$ cat config.mk
export PLATFORM = sky130hd
export DESIGN_NAME = ubl_line_ctrl
export DESIGN_NICKNAME = d
export VERILOG_FILES = /design/src/verilog/ubl_pkg.sv /design/src/verilog/ubl_baud_div.sv /design/src/verilog/ubl_pin_mux.sv /design/src/verilog/ubl_line_ctrl.sv
export SDC_FILE = /design/constraint.sdc
export NUM_CORES = 1
export LEC_CHECK = 0
export BUFFER_PORTS_ARGS = -buffer_cell sky130_fd_sc_hd__buf_2
export CAP_MARGIN = 5
export CORE_MARGIN = 4
export CORE_UTILIZATION = 47
export DETAILED_ROUTE_END_ITERATION = 8
export GPL_ROUTABILITY_DRIVEN = 0
export GPL_TIMING_DRIVEN = 1
export MAX_ROUTING_LAYER = met4
export PLACE_DENSITY = 0.83
export SETUP_SLACK_MARGIN = 0.2
export SLEW_MARGIN = 20
export SYNTH_ARGS = -nofsm -noshare
export SYNTH_HDL_FRONTEND = slang
export SYNTH_SLANG_ARGS = --single-unit
$ cat constraint.sdc
create_clock -name mclk -period 2.1 [get_ports mclk]
set_input_delay 0.42 -clock mclk [delete_from_list [all_inputs] [get_ports mclk]]
set_output_delay 0.42 -clock mclk [all_outputs]
set_load 0.01 [all_outputs]
$ cat src/verilog/ubl_pkg.sv
// Functional notes
// RL1: divider value k 8..255, below 8 prohibited
// RL2: bit lasts two divider output periods
// RL3: software changes divider only with enables off
// RL4: divider register read/write, resets to FFH
// RL5: line control resets 16H, bit/byte writes
// RL6: bits 5..2 fixed 0101, bit 7 read-only
// RL7: break status set while receiving, cleared on good completion
// RL8: break error holds status, software re-triggers
// RL9: trigger reads 0, clears on good completion
// RL10: software triggers only with power and receive on
// RL11: writing 1 to trigger starts break reception
// RL12: tx invert bit selects transmit pin polarity
// RL13: bit order 0 MSB first, 1 LSB first
// RL14: capture input from pin or receive line
// RL15: external irq 0 from pin or receive line
// RL16: input switch resets 00H, bits 7..2 zero
// RL17: direction bit 0 output, 1 input, reset ones
// RL18: transmit use needs direction 0, latch 1
// RL19: receive use needs direction 1
// RL20: power off clears break status and trigger
// RL21: counter reloads every k ticks, toggles strobe
package ubl_pkg;
   // ------------------------------------------------------------------
   // register map
   // ------------------------------------------------------------------
   localparam logic [15:0] ADDR_PORT1_DIR = 16'hff21;
   localparam logic [15:0] ADDR_INPUT_SW = 16'hff4f;
   localparam logic [15:0] ADDR_BAUD_DIV = 16'hff57;
   localparam logic [15:0] ADDR_LINE_CTRL = 16'hff58;
   localparam logic [7:0] RST_PORT1_DIR = 8'hff;
   localparam logic [7:0] RST_INPUT_SW = 8'h00;
   localparam logic [7:0] RST_BAUD_DIV = 8'hff;
   localparam logic [7:0] RST_LINE_CTRL = 8'h16;
   localparam logic [7:0] READ_IDLE = 8'h00;
   // ------------------------------------------------------------------
   // field layout
   // ------------------------------------------------------------------
   localparam int LC_STATUS_BIT = 7;
   localparam int LC_TRIG_BIT = 6;
   localparam int LC_ORDER_BIT = 1;
   localparam int LC_INV_BIT = 0;
   localparam logic [7:0] LC_FIXED_VAL = 8'h14;
   localparam logic [7:0] LC_WR_MASK = 8'h03;
   localparam int IS_CAP_BIT = 1;
   localparam int IS_IRQ_BIT = 0;
   localparam logic [7:0] IS_WR_MASK = 8'h03;
   localparam int TX_PIN_BIT = 3;
   localparam int RX_PIN_BIT = 4;
   localparam logic [7:0] DIV_MIN = 8'h08;
   localparam logic [7:0] DIV_START = 8'h01;
   // ------------------------------------------------------------------
   // break-field reception states
   // ------------------------------------------------------------------
   typedef enum logic [2:0] {
      BRK_IDLE = 3'b001,
      BRK_WAIT = 3'b010,
      BRK_ERR = 3'b100
   } ubl_brk_t;

   // prohibited settings run as the fastest legal divisor would;
   // clamp to the least legal value so the counter never stalls
   function automatic logic [7:0] eff_div(input logic [7:0] k);
      eff_div = (k < DIV_MIN) ? DIV_MIN : k;
   endfunction
endpackage

$ cat src/verilog/ubl_baud_div.sv
`timescale 1ns/1ps
module ubl_baud_div #(
   parameter int WIDTH = 8
) (
   input wire logic mclk,
   input wire logic rst_n,
   input wire logic clkEn,
   input wire logic run,
   input wire logic baseTick,
   input wire logic [WIDTH-1:0] divValue,
   output logic halfStrobe,
   output logic bitTick
);
   logic [WIDTH-1:0] cnt_reg;
   logic [WIDTH-1:0] effK;
   logic wrap;

   assign effK = ubl_pkg::eff_div(divValue); // [RL1]
   assign wrap = run && baseTick && (cnt_reg >= effK);

   // ------------------------------------------------------------------
   // counter and half-rate strobe
   // ------------------------------------------------------------------
   always_ff @(posedge mclk or negedge rst_n) begin
      if (!rst_n) begin
         cnt_reg <= ubl_pkg::DIV_START;
      end else if (clkEn) begin
         if (!run) begin
            cnt_reg <= ubl_pkg::DIV_START;
         end else if (wrap) begin
            cnt_reg <= ubl_pkg::DIV_START; // [RL21]
         end else if (baseTick) begin
            cnt_reg <= cnt_reg + 1'b1;
         end
      end
   end

   always_ff @(posedge mclk or negedge rst_n) begin
      if (!rst_n) begin
         halfStrobe <= 1'b0;
         bitTick <= 1'b0;
      end else if (clkEn) begin
         bitTick <= wrap && halfStrobe; // [RL2]
         if (!run) begin
            halfStrobe <= 1'b0;
         end else if (wrap) begin
            halfStrobe <= !halfStrobe; // [RL21]
         end
      end
   end
endmodule

$ cat src/verilog/ubl_pin_mux.sv
`timescale 1ns/1ps
module ubl_pin_mux (
   input wire logic mclk,
   input wire logic rst_n,
   input wire logic clkEn,
   input wire logic powerOn,
   input wire logic txEnable,
   input wire logic txPinDir,
   input wire logic rxPinDir,
   input wire logic txPinLatch,
   input wire logic rxPinLatch,
   input wire logic txInvert,
   input wire logic txSerial,
   input wire logic rxPinIn,
   input wire logic capturePinIn,
   input wire logic extIrqPinIn,
   input wire logic captureSrcSel,
   input wire logic extIrqSrcSel,
   output logic txPinOut,
   output logic txPinOe,
   output logic rxPinOut,
   output logic rxPinOe,
   output logic rxData,
   output logic timerCaptureIn,
   output logic extIrq0In
);
   logic txLine;

   // idle line is high; a stopped port must not leave the pin low
   assign txLine = (powerOn && txEnable) ? (txSerial ^ txInvert) : 1'b1;

   always_ff @(posedge mclk or negedge rst_n) begin
      if (!rst_n) begin
         txPinOut <= 1'b1;
         txPinOe <= 1'b0;
         rxPinOut <= 1'b1;
         rxPinOe <= 1'b0;
      end else if (clkEn) begin
         // latch ANDs the serial line, hence latch must be 1 to transmit
         txPinOut <= txPinLatch & txLine; // [RL12] [RL18]
         txPinOe <= !txPinDir; // [RL17]
         rxPinOut <= rxPinLatch;
         rxPinOe <= !rxPinDir; // [RL17] [RL19]
      end
   end

   always_ff @(posedge mclk or negedge rst_n) begin
      if (!rst_n) begin
         rxData <= 1'b1;
         timerCaptureIn <= 1'b0;
         extIrq0In <= 1'b0;
      end else if (clkEn) begin
         rxData <= powerOn ? rxPinIn : 1'b1;
         timerCaptureIn <= captureSrcSel ? rxPinIn : capturePinIn; // [RL14]
         extIrq0In <= extIrqSrcSel ? rxPinIn : extIrqPinIn; // [RL15]
      end
   end
endmodule

$ cat src/verilog/ubl_line_ctrl.sv
`timescale 1ns/1ps
module ubl_line_ctrl #(
   parameter int DIV_WIDTH = 8
) (
   input wire logic mclk,
   input wire logic rst_n,
   input wire logic clkEn,
   input wire logic [15:0] regAddr,
   input wire logic [7:0] regWrData,
   input wire logic [7:0] regWrMask,
   input wire logic regWrStrobe,
   input wire logic regRdStrobe,
   output logic [7:0] regRdData,
   input wire logic serialPowerOn,
   input wire logic txEnable,
   input wire logic rxEnable,
   input wire logic baseClockTick,
   input wire logic breakFieldDone,
   input wire logic breakFieldError,
   input wire logic [7:0] port1Latch,
   input wire logic txSerial,
   input wire logic serialRxPin,
   input wire logic capturePin,
   input wire logic extIrqPin,
   output logic bitTick,
   output logic halfStrobe,
   output logic breakRxArm,
   output logic breakRxStatus,
   output logic bitOrderLsb,
   output logic txInvertOut,
   output logic serialTxPin,
   output logic serialTxPinOe,
   output logic rxPinOut,
   output logic rxPinOe,
   output logic serialRxData,
   output logic timerCaptureIn,
   output logic extIrq0In
);
   // ------------------------------------------------------------------
   // registers and decode
   // ------------------------------------------------------------------
   logic [7:0] port1Dir_reg;
   logic [7:0] inputSw_reg;
   logic [DIV_WIDTH-1:0] baudDiv_reg;
   logic [7:0] lineCtrl_reg;
   logic [7:0] readData_next;
   ubl_pkg::ubl_brk_t brkState_reg;
   ubl_pkg::ubl_brk_t brkState_next;
   logic hitDir;
   logic hitSw;
   logic hitDiv;
   logic hitLine;
   logic trigWrite;
   logic divRun;
   logic [7:0] lineView;
   logic [7:0] lineMask;
   logic [7:0] swMask;

   localparam logic RST_ORDER =
      ubl_pkg::RST_LINE_CTRL[ubl_pkg::LC_ORDER_BIT];
   localparam logic RST_INV =
      ubl_pkg::RST_LINE_CTRL[ubl_pkg::LC_INV_BIT];

   assign hitDir = regAddr == ubl_pkg::ADDR_PORT1_DIR;
   assign hitSw = regAddr == ubl_pkg::ADDR_INPUT_SW;
   assign hitDiv = regAddr == ubl_pkg::ADDR_BAUD_DIV;
   assign hitLine = regAddr == ubl_pkg::ADDR_LINE_CTRL;
   assign lineMask = regWrMask & ubl_pkg::LC_WR_MASK;
   assign swMask = regWrMask & ubl_pkg::IS_WR_MASK;

   // a rewrite of 1 restarts reception even if software meant a refresh
   assign trigWrite = regWrStrobe && hitLine &&
                      regWrMask[ubl_pkg::LC_TRIG_BIT] &&
                      regWrData[ubl_pkg::LC_TRIG_BIT]; // [RL11]

   // ------------------------------------------------------------------
   // writable registers
   // ------------------------------------------------------------------
   always_ff @(posedge mclk or negedge rst_n) begin
      if (!rst_n) begin
         port1Dir_reg <= ubl_pkg::RST_PORT1_DIR; // [RL17]
      end else if (clkEn && regWrStrobe && hitDir) begin
         port1Dir_reg <= (port1Dir_reg & ~regWrMask) |
                         (regWrData & regWrMask); // [RL17]
      end
   end

   always_ff @(posedge mclk or negedge rst_n) begin
      if (!rst_n) begin
         inputSw_reg <= ubl_pkg::RST_INPUT_SW; // [RL16]
      end else if (clkEn && regWrStrobe && hitSw) begin
         inputSw_reg <= (inputSw_reg & ~swMask) |
                        (regWrData & swMask); // [RL16]
      end
   end

   // no interlock with the enables: keeping them off is software's job
   always_ff @(posedge mclk or negedge rst_n) begin
      if (!rst_n) begin
         baudDiv_reg <= ubl_pkg::RST_BAUD_DIV; // [RL4]
      end else if (clkEn && regWrStrobe && hitDiv) begin
         baudDiv_reg <= (baudDiv_reg & ~regWrMask) |
                        (regWrData & regWrMask); // [RL4] [RL3]
      end
   end

   // only order and invert are stored; the rest is assembled on read
   always_ff @(posedge mclk or negedge rst_n) begin
      if (!rst_n) begin
         lineCtrl_reg <= ubl_pkg::RST_LINE_CTRL & ubl_pkg::LC_WR_MASK;
      end else if (clkEn && regWrStrobe && hitLine) begin
         lineCtrl_reg <= (lineCtrl_reg & ~lineMask) |
                         (regWrData & lineMask); // [RL5] [RL6]
      end
   end

   // ------------------------------------------------------------------
   // break-field reception control
   // ------------------------------------------------------------------
   always_comb begin
      brkState_next = brkState_reg;
      unique case (brkState_reg)
         ubl_pkg::BRK_IDLE: begin
            if (trigWrite) begin
               brkState_next = ubl_pkg::BRK_WAIT; // [RL11]
            end
         end
         ubl_pkg::BRK_WAIT: begin
            // a trigger in the completion cycle wins over the clear
            if (trigWrite) begin
               brkState_next = ubl_pkg::BRK_WAIT;
            end else if (breakFieldError) begin
               brkState_next = ubl_pkg::BRK_ERR; // [RL8]
            end else if (breakFieldDone) begin
               brkState_next = ubl_pkg::BRK_IDLE; // [RL7] [RL9]
            end
         end
         ubl_pkg::BRK_ERR: begin
            if (trigWrite) begin
               brkState_next = ubl_pkg::BRK_WAIT; // [RL8]
            end
         end
         default: begin
            brkState_next = ubl_pkg::BRK_IDLE;
         end
      endcase
      // power off resets the receive circuit regardless of state
      if (!serialPowerOn) begin
         brkState_next = ubl_pkg::BRK_IDLE; // [RL20] [RL7]
      end
   end

   always_ff @(posedge mclk or negedge rst_n) begin
      if (!rst_n) begin
         brkState_reg <= ubl_pkg::BRK_IDLE;
      end else if (clkEn) begin
         brkState_reg <= brkState_next;
      end
   end

   always_ff @(posedge mclk or negedge rst_n) begin
      if (!rst_n) begin
         breakRxArm <= 1'b0;
         breakRxStatus <= 1'b0;
      end else if (clkEn) begin
         breakRxArm <= brkState_next == ubl_pkg::BRK_WAIT; // [RL9]
         breakRxStatus <= brkState_next != ubl_pkg::BRK_IDLE; // [RL7]
      end
   end

   // ------------------------------------------------------------------
   // read path
   // ------------------------------------------------------------------
   always_comb begin
      lineView = ubl_pkg::LC_FIXED_VAL | lineCtrl_reg; // [RL6]
      lineView[ubl_pkg::LC_STATUS_BIT] = breakRxStatus; // [RL7]
      lineView[ubl_pkg::LC_TRIG_BIT] = 1'b0; // [RL9]
      readData_next = ubl_pkg::READ_IDLE;
      if (regRdStrobe) begin
         if (hitDir) begin
            readData_next = port1Dir_reg;
         end else if (hitSw) begin
            readData_next = inputSw_reg & ubl_pkg::IS_WR_MASK; // [RL16]
         end else if (hitDiv) begin
            readData_next = baudDiv_reg; // [RL4]
         end else if (hitLine) begin
            readData_next = lineView;
         end
      end
   end

   // data stand one cycle only; idle bus reads as zero
   always_ff @(posedge mclk or negedge rst_n) begin
      if (!rst_n) begin
         regRdData <= ubl_pkg::READ_IDLE;
      end else if (clkEn) begin
         regRdData <= readData_next;
      end
   end

   // ------------------------------------------------------------------
   // control outputs
   // ------------------------------------------------------------------
   always_ff @(posedge mclk or negedge rst_n) begin
      if (!rst_n) begin
         bitOrderLsb <= RST_ORDER;
         txInvertOut <= RST_INV;
      end else if (clkEn) begin
         bitOrderLsb <= lineCtrl_reg[ubl_pkg::LC_ORDER_BIT]; // [RL13]
         txInvertOut <= lineCtrl_reg[ubl_pkg::LC_INV_BIT]; // [RL12]
      end
   end

   // ------------------------------------------------------------------
   // baud divider and pin routing
   // ------------------------------------------------------------------
   assign divRun = serialPowerOn && (txEnable || rxEnable);

   ubl_baud_div #(
      .WIDTH(DIV_WIDTH)
   ) uDiv (
      .mclk(mclk),
      .rst_n(rst_n),
      .clkEn(clkEn),
      .run(divRun),
      .baseTick(baseClockTick),
      .divValue(baudDiv_reg),
      .halfStrobe(halfStrobe),
      .bitTick(bitTick)
   );

   ubl_pin_mux uPins (
      .mclk(mclk),
      .rst_n(rst_n),
      .clkEn(clkEn),
      .powerOn(serialPowerOn),
      .txEnable(txEnable),
      .txPinDir(port1Dir_reg[ubl_pkg::TX_PIN_BIT]),
      .rxPinDir(port1Dir_reg[ubl_pkg::RX_PIN_BIT]),
      .txPinLatch(port1Latch[ubl_pkg::TX_PIN_BIT]),
      .rxPinLatch(port1Latch[ubl_pkg::RX_PIN_BIT]),
      .txInvert(txInvertOut),
      .txSerial(txSerial),
      .rxPinIn(serialRxPin),
      .capturePinIn(capturePin),
      .extIrqPinIn(extIrqPin),
      .captureSrcSel(inputSw_reg[ubl_pkg::IS_CAP_BIT]),
      .extIrqSrcSel(inputSw_reg[ubl_pkg::IS_IRQ_BIT]),
      .txPinOut(serialTxPin),
      .txPinOe(serialTxPinOe),
      .rxPinOut(rxPinOut),
      .rxPinOe(rxPinOe),
      .rxData(serialRxData),
      .timerCaptureIn(timerCaptureIn),
      .extIrq0In(extIrq0In)
   );
endmodule

==> results of run 1 <==
[worst min-delay path by stage]
| stage | endpoint | cells past startpoint | startpoint | slack (ps) |
|---|---|---|---|---|
| finish | uPins.txPinOe$_DFFE_PN0P_ | 2 | rst_n | 80 |
| CTS | uPins.txPinOe$_DFFE_PN0P_ | 2 | rst_n | 100 |
| detailed placement | uPins.txPinOe$_DFFE_PN0P_ | 2 | rst_n | 430 |
| global placement | uPins.txPinOe$_DFFE_PN0P_ | 2 | rst_n | 430 |
| global route | regRdData[5]$_DFFE_PN0P_ | 2 | rst_n | 100 |
| floorplan | asynchronous set/reset pin | 0 | rst_n | 120 |
[cells in the final DEF (no fill, tap or decap), types with 4 or more instances in the layout]
cell type  count
mux2_2        15
nand2_1       29
nor2_1        25
dfrtp_1       29
o32ai_1        4
inv_1         16
o21ai_0       13
buf_4          7
buf_2         69
mux2_1         8
ha_1           9
clkbuf_8       6
dfstp_2       23
nand3_1       10
xnor2_1        5
nor3_1         9
[per-stage QoR]
step	instance area (um^2)	worst slack, ps	std cells	utilization, %	power [W]
2_1_floorplan	2810	-20.6	265	-	0.00119
3_3_place_gp	3290	-141	409	58.3	0.00131
3_5_place_dp	3290	-234	409	58.3	0.00133
4_1_cts	3440	-252	419	60.9	0.00205
5_1_grt	3440	-327	419	60.9	0.00214
6_report	3440	-218	419	60.9	0.00204
[layout make-up]
class | count | area, um^2
inverter | 17 | 63.8
clock inverter | 2 | 38.8
tap | 72 | 90.1
timing repair buffer | 77 | 418
fill | 473 | 2200
multi-input combinational | 193 | 1410
clock buffer | 6 | 82.6
sequential | 52 | 1330
[logic make-up after synthesis]
kind of cell               synth area share [%]
DFF                                        47.5
AOI/OAI and AO/OA                          13.8
and+or+nand+nor                            19.7
xor gates and xnor gates                   2.19
muxes                                      9.97
buffers and inverters                      2.73
adders and majority gates                  4.03
[timing repair]
item                                    CTS  global route
pin swaps                                 5             2
buffers inserted                          2             0
resized for setup                         2             1
endpoints found under the setup margin   10            10
[critical path, stage by stage (launching register included)]
cell and delay, ps:
dfstp_2 390, nor4_4 290, nand2b_1 130, and2_1 160, ha_1 260, nor2b_1 110
o211ai_1 100, a221o_2 440, o21ba_4 250, o21ai_2 110
[power by group]
part | switching [W] | leakage [nW] | internal (W)
Combinational | 0.000138 | 0.874 | 0.000100
Sequential | 0.0000311 | 0.630 | 0.00104
Clock | 0.000343 | 0.0614 | 0.000390
Total | 0.000512 | 1.57 | 0.00153
[layer usage]
layer	up-vias	GRT usage, %	share of wire [%]
met3	10	4.66	6.2
met2	78	34.1	50
met5	-	-	0
met1	1159	23.4	42
li1	1131	-	-
met4	0	5.32	1.1
==> reports/results.ini, run 1 <==
[timing]
rsz0062_at_grt=true
skew_ps=3.42
drv_slew=0
clock.fmax_mhz=431
fin_crit_sh_pct=110
final-setup-viol-count=10
finalCriticalPeriod_ps=2320
worst_slew_pin_slew_ps=400
hold_viol_final=0
layout_setup_ws_ps=-218
whs_ps=80.1
relSlewSlack_pct=73.2
fin_setup_tns_ps=-1790

[floorplan]
fp-row-count=27
dieArea_um2=7250
fp.dieW_um=85.2
io_pins=76
die_y_um=85.2
start_util_pct=49.6
coreArea_um2=5640

[synth]
synth_top_area_cell=dfrtp_1
syn_nets=329
synth_seq_cells=52
synth_warnings=0
synth_cells=265
syn_area_um2=2800
ys.flop_type=dfrtp_1
ys_top_cells_by_area=dfrtp_1 26%, dfstp_2 22%, mux2_2 6.0%, ha_1 4.0%, nand2_1 3.9%
synth.distinct_cells=57
syn_avg_cell_area_um2=10.6
async_flop_share_pct=100
ys_seq_area_share_pct=47.5
ys_top_cells_by_count=29 x dfrtp_1, 29 x nand2_1, 25 x nor2_1
synth_edf_count=0
synth_top_cell_area_share_pct=25.9

[final_layout]
drive_above_1_share_pct=39.5
final_nets=410
diodes=0
syn_to_final_growth_pct=22.9

[outcome]
violations=negative setup slack
status=complete, but fails checks

[clock_tree]
cts_root_buf=clkbuf_8
cts_buffers=5
clk_path_buf_depth=2
cts_hold_repair.buffers=0
clk_latency_ps=310
cts_sinks=52
htreeDepth=2
cts_tree=yes
path_clk_slew_ps=100

[global_routing]
grt_usage_pct=19.9
grt_pass1_vias=2433
antenna_found_initial=0
overflow=0
grt_max_degree=53
grt_pass1_wl_um=11300

[drt]
postRouteWirelength_um=6980
first_iter_violations=58
num_vias=2378
drc_errors=0
routed_via_density=5.68
ant_nets=0
routedWlPerCell_um=16.7
first_pass_iters=4

[critical_path]
endpoint=uDiv.halfStrobe$_DFFE_PN0P_
arrival_ps=2560
end_kind=flop
ff2ff_setup_slack_ps=-220
crit_path_start_kind=flop
setup.worst_path.class=reg -> reg
crit_path_max_fanout=7
reg2regPathDepth=9
crit_required_ps=2340
worstReg2RegEnd=uDiv.halfStrobe$_DFFE_PN0P_

[place]
numPortBuffers=69
hpwl_um=5290

[job]
cap_violations=0

[pwr]
power.density_nw_per_um2=594
p_leak_nw=1.57
ir_drop_uv=332

[worst_hold_path]
hp-class=in -> async

Note: power is estimated with default switching activity, not from simulation.
==> run 2: changes to the inputs <==
- CORE_ASPECT_RATIO: default -> 1.75
- GPL_ROUTABILITY_DRIVEN: 0 -> default
==> run 2 against run 1 <==
Count of clock-buffer cells in the layout shrank 1. Register-to-register slack gained 60 ps. Die area grew 0.67%. Critical path type unchanged. The run still ends with negative setup slack left. Utilization grew 0.34 points. Total power grew 3.6%. Cell count grew 0.95%. Flip-flop and latch count is the same. Clock skew grew 4.8 ps. Combinational power grew 6%.
==> reports/results.ini, run 2 (synthesized netlist as in run 1, its figures left out) <==
[pwr]
power.density_nw_per_um2=609
p_leak_nw=1.58
ir_drop_uv=530

[timing]
skew_ps=8.24
relSlewSlack_pct=67.2
clock.fmax_mhz=443
layout_setup_ws_ps=-157
drv_slew=0
final-setup-viol-count=10
rsz0062_at_grt=true
fin_crit_sh_pct=107
fin_setup_tns_ps=-1020
hold_viol_final=0
worst_slew_pin_slew_ps=493
finalCriticalPeriod_ps=2260

[clock_tree]
clk_path_buf_depth=2
cts_tree=yes
cts_sinks=52
cts_buffers=5
clk_latency_ps=300
cts_root_buf=clkbuf_8
cts_setup_buffers=0
htreeDepth=2
cts_hold_repair.buffers=0
path_clk_slew_ps=100

[global_routing]
grt_pass1_vias=2496
overflow=0
grt_max_degree=22
grt_pass1_wl_um=11800
antenna_found_initial=0
grt_usage_pct=21.4

[floorplan]
start_util_pct=49.3
die_y_um=110
fp-row-count=36
fp.dieW_um=66.3
io_pins=76
coreArea_um2=5680
dieArea_um2=7300

[place]
numPortBuffers=69
post-place-ws_ps=-204
place.gp.congestion=0.892
hpwl_um=5710

[worst_hold_path]
hp-class=in -> async

[final_layout]
final_nets=411
drive_above_1_share_pct=40.6
layout_common_cells=69 x buf_2, 29 x nand2_1, 29 x dfrtp_1
syn_to_final_growth_pct=24.3
nFillCells=501
diodes=0
final_common_cell=buf_2

[critical_path]
setup.worst_path.class=reg -> reg
end_kind=flop
ff2ff_setup_slack_ps=-160
arrival_ps=2510
reg2regPathDepth=9
crit_path_start_kind=flop
worstReg2RegEnd=uDiv.cnt_reg[2]$_DFFE_PN0P_
crit_required_ps=2350
crit_path_max_fanout=7

[drt]
num_vias=2403
drc_errors=0
routed_via_density=5.68
ant_nets=0
postRouteWirelength_um=7150
first_pass_iters=4
first_iter_violations=72
routedWlPerCell_um=16.9

[outcome]
status=complete, but fails checks
violations=negative setup slack

[job]
cap_violations=0

-- run 2: worst max path at each step --
stage / from / endpoint / slack [ps] / depth (start not counted)
final: flop / uDiv.cnt_reg[2]$_DFFE_PN0P_ / -160 / 9
after detailed placement: flop / uDiv.halfStrobe$_DFFE_PN0P_ / -200 / 9
after global placement: flop / uDiv.halfStrobe$_DFFE_PN0P_ / -140 / 9
after global routing: flop / uDiv.cnt_reg[2]$_DFFE_PN0P_ / -260 / 9
after floorplan: flop / uDiv.halfStrobe$_DFFE_PN0P_ / -20 / 9
after CTS: flop / uDiv.cnt_reg[6]$_DFFE_PN0P_ / -120 / 9
-- run 2: stage by stage --
stage / util (%) / total power (W) / std cells / hold slack, ps / area, um^2
finish: 61.3 / 0.00212 / 423 / 71.3 / 3480
global route: 61.3 / 0.00221 / 423 / 94.5 / 3480
CTS: 61.2 / 0.00213 / 423 / 77.0 / 3470
detailed placement: 58.5 / 0.00133 / 416 / 406 / 3320
global placement: 58.5 / 0.00132 / 416 / 405 / 3320
floorplan: - / 0.00119 / 265 / 124 / 2810
-- run 2: layout make-up --
type	instances	area [um^2]	share of cell area (%)
well taps	76	95.1	2.73
flip-flops and latches	52	1330	38.3
clock buffers	5	68.8	1.98
multi-input cells	193	1430	41.2
repair buffers	78	425	12.2
clock inverters	2	60.1	1.73
inverters	17	63.8	1.84
-- run 2: power breakdown --
part / leakage [nW] / internal (W) / total [W] / switching, W
sequential: 0.630 / 0.00104 / 0.00107 / 0.0000305
clock: 0.0642 / 0.000469 / 0.000793 / 0.000324
combinational: 0.881 / 0.000105 / 0.000253 / 0.000147
total: 1.58 / 0.00162 / 0.00212 / 0.000502
-- run 2: what timing repair did --
action | 4_1_cts | 5_1_grt
gates resized for setup | 4 | 2
pin swaps | 4 | 2
endpoints found under the setup margin | 10 | 10
-- run 2: routing by layer --
metal	up-vias	global-route usage, %	wire (um)
met5	-	-	0
met4	0	8.58	155
met3	13	3.45	276
met2	64	38.6	4180
met1	1193	23.1	2540
li1	1133	-	-
-- run 2: worst max-delay path, stage by stage, from the launching register on --
cell	delay [ps]
dfstp_2	390
nor4_4	270
nand2b_1	140
nand2_1	100
ha_1	210
o21ai_0	160
a211oi_1	90
a221o_2	440
o32ai_2	270
a31o_1	130
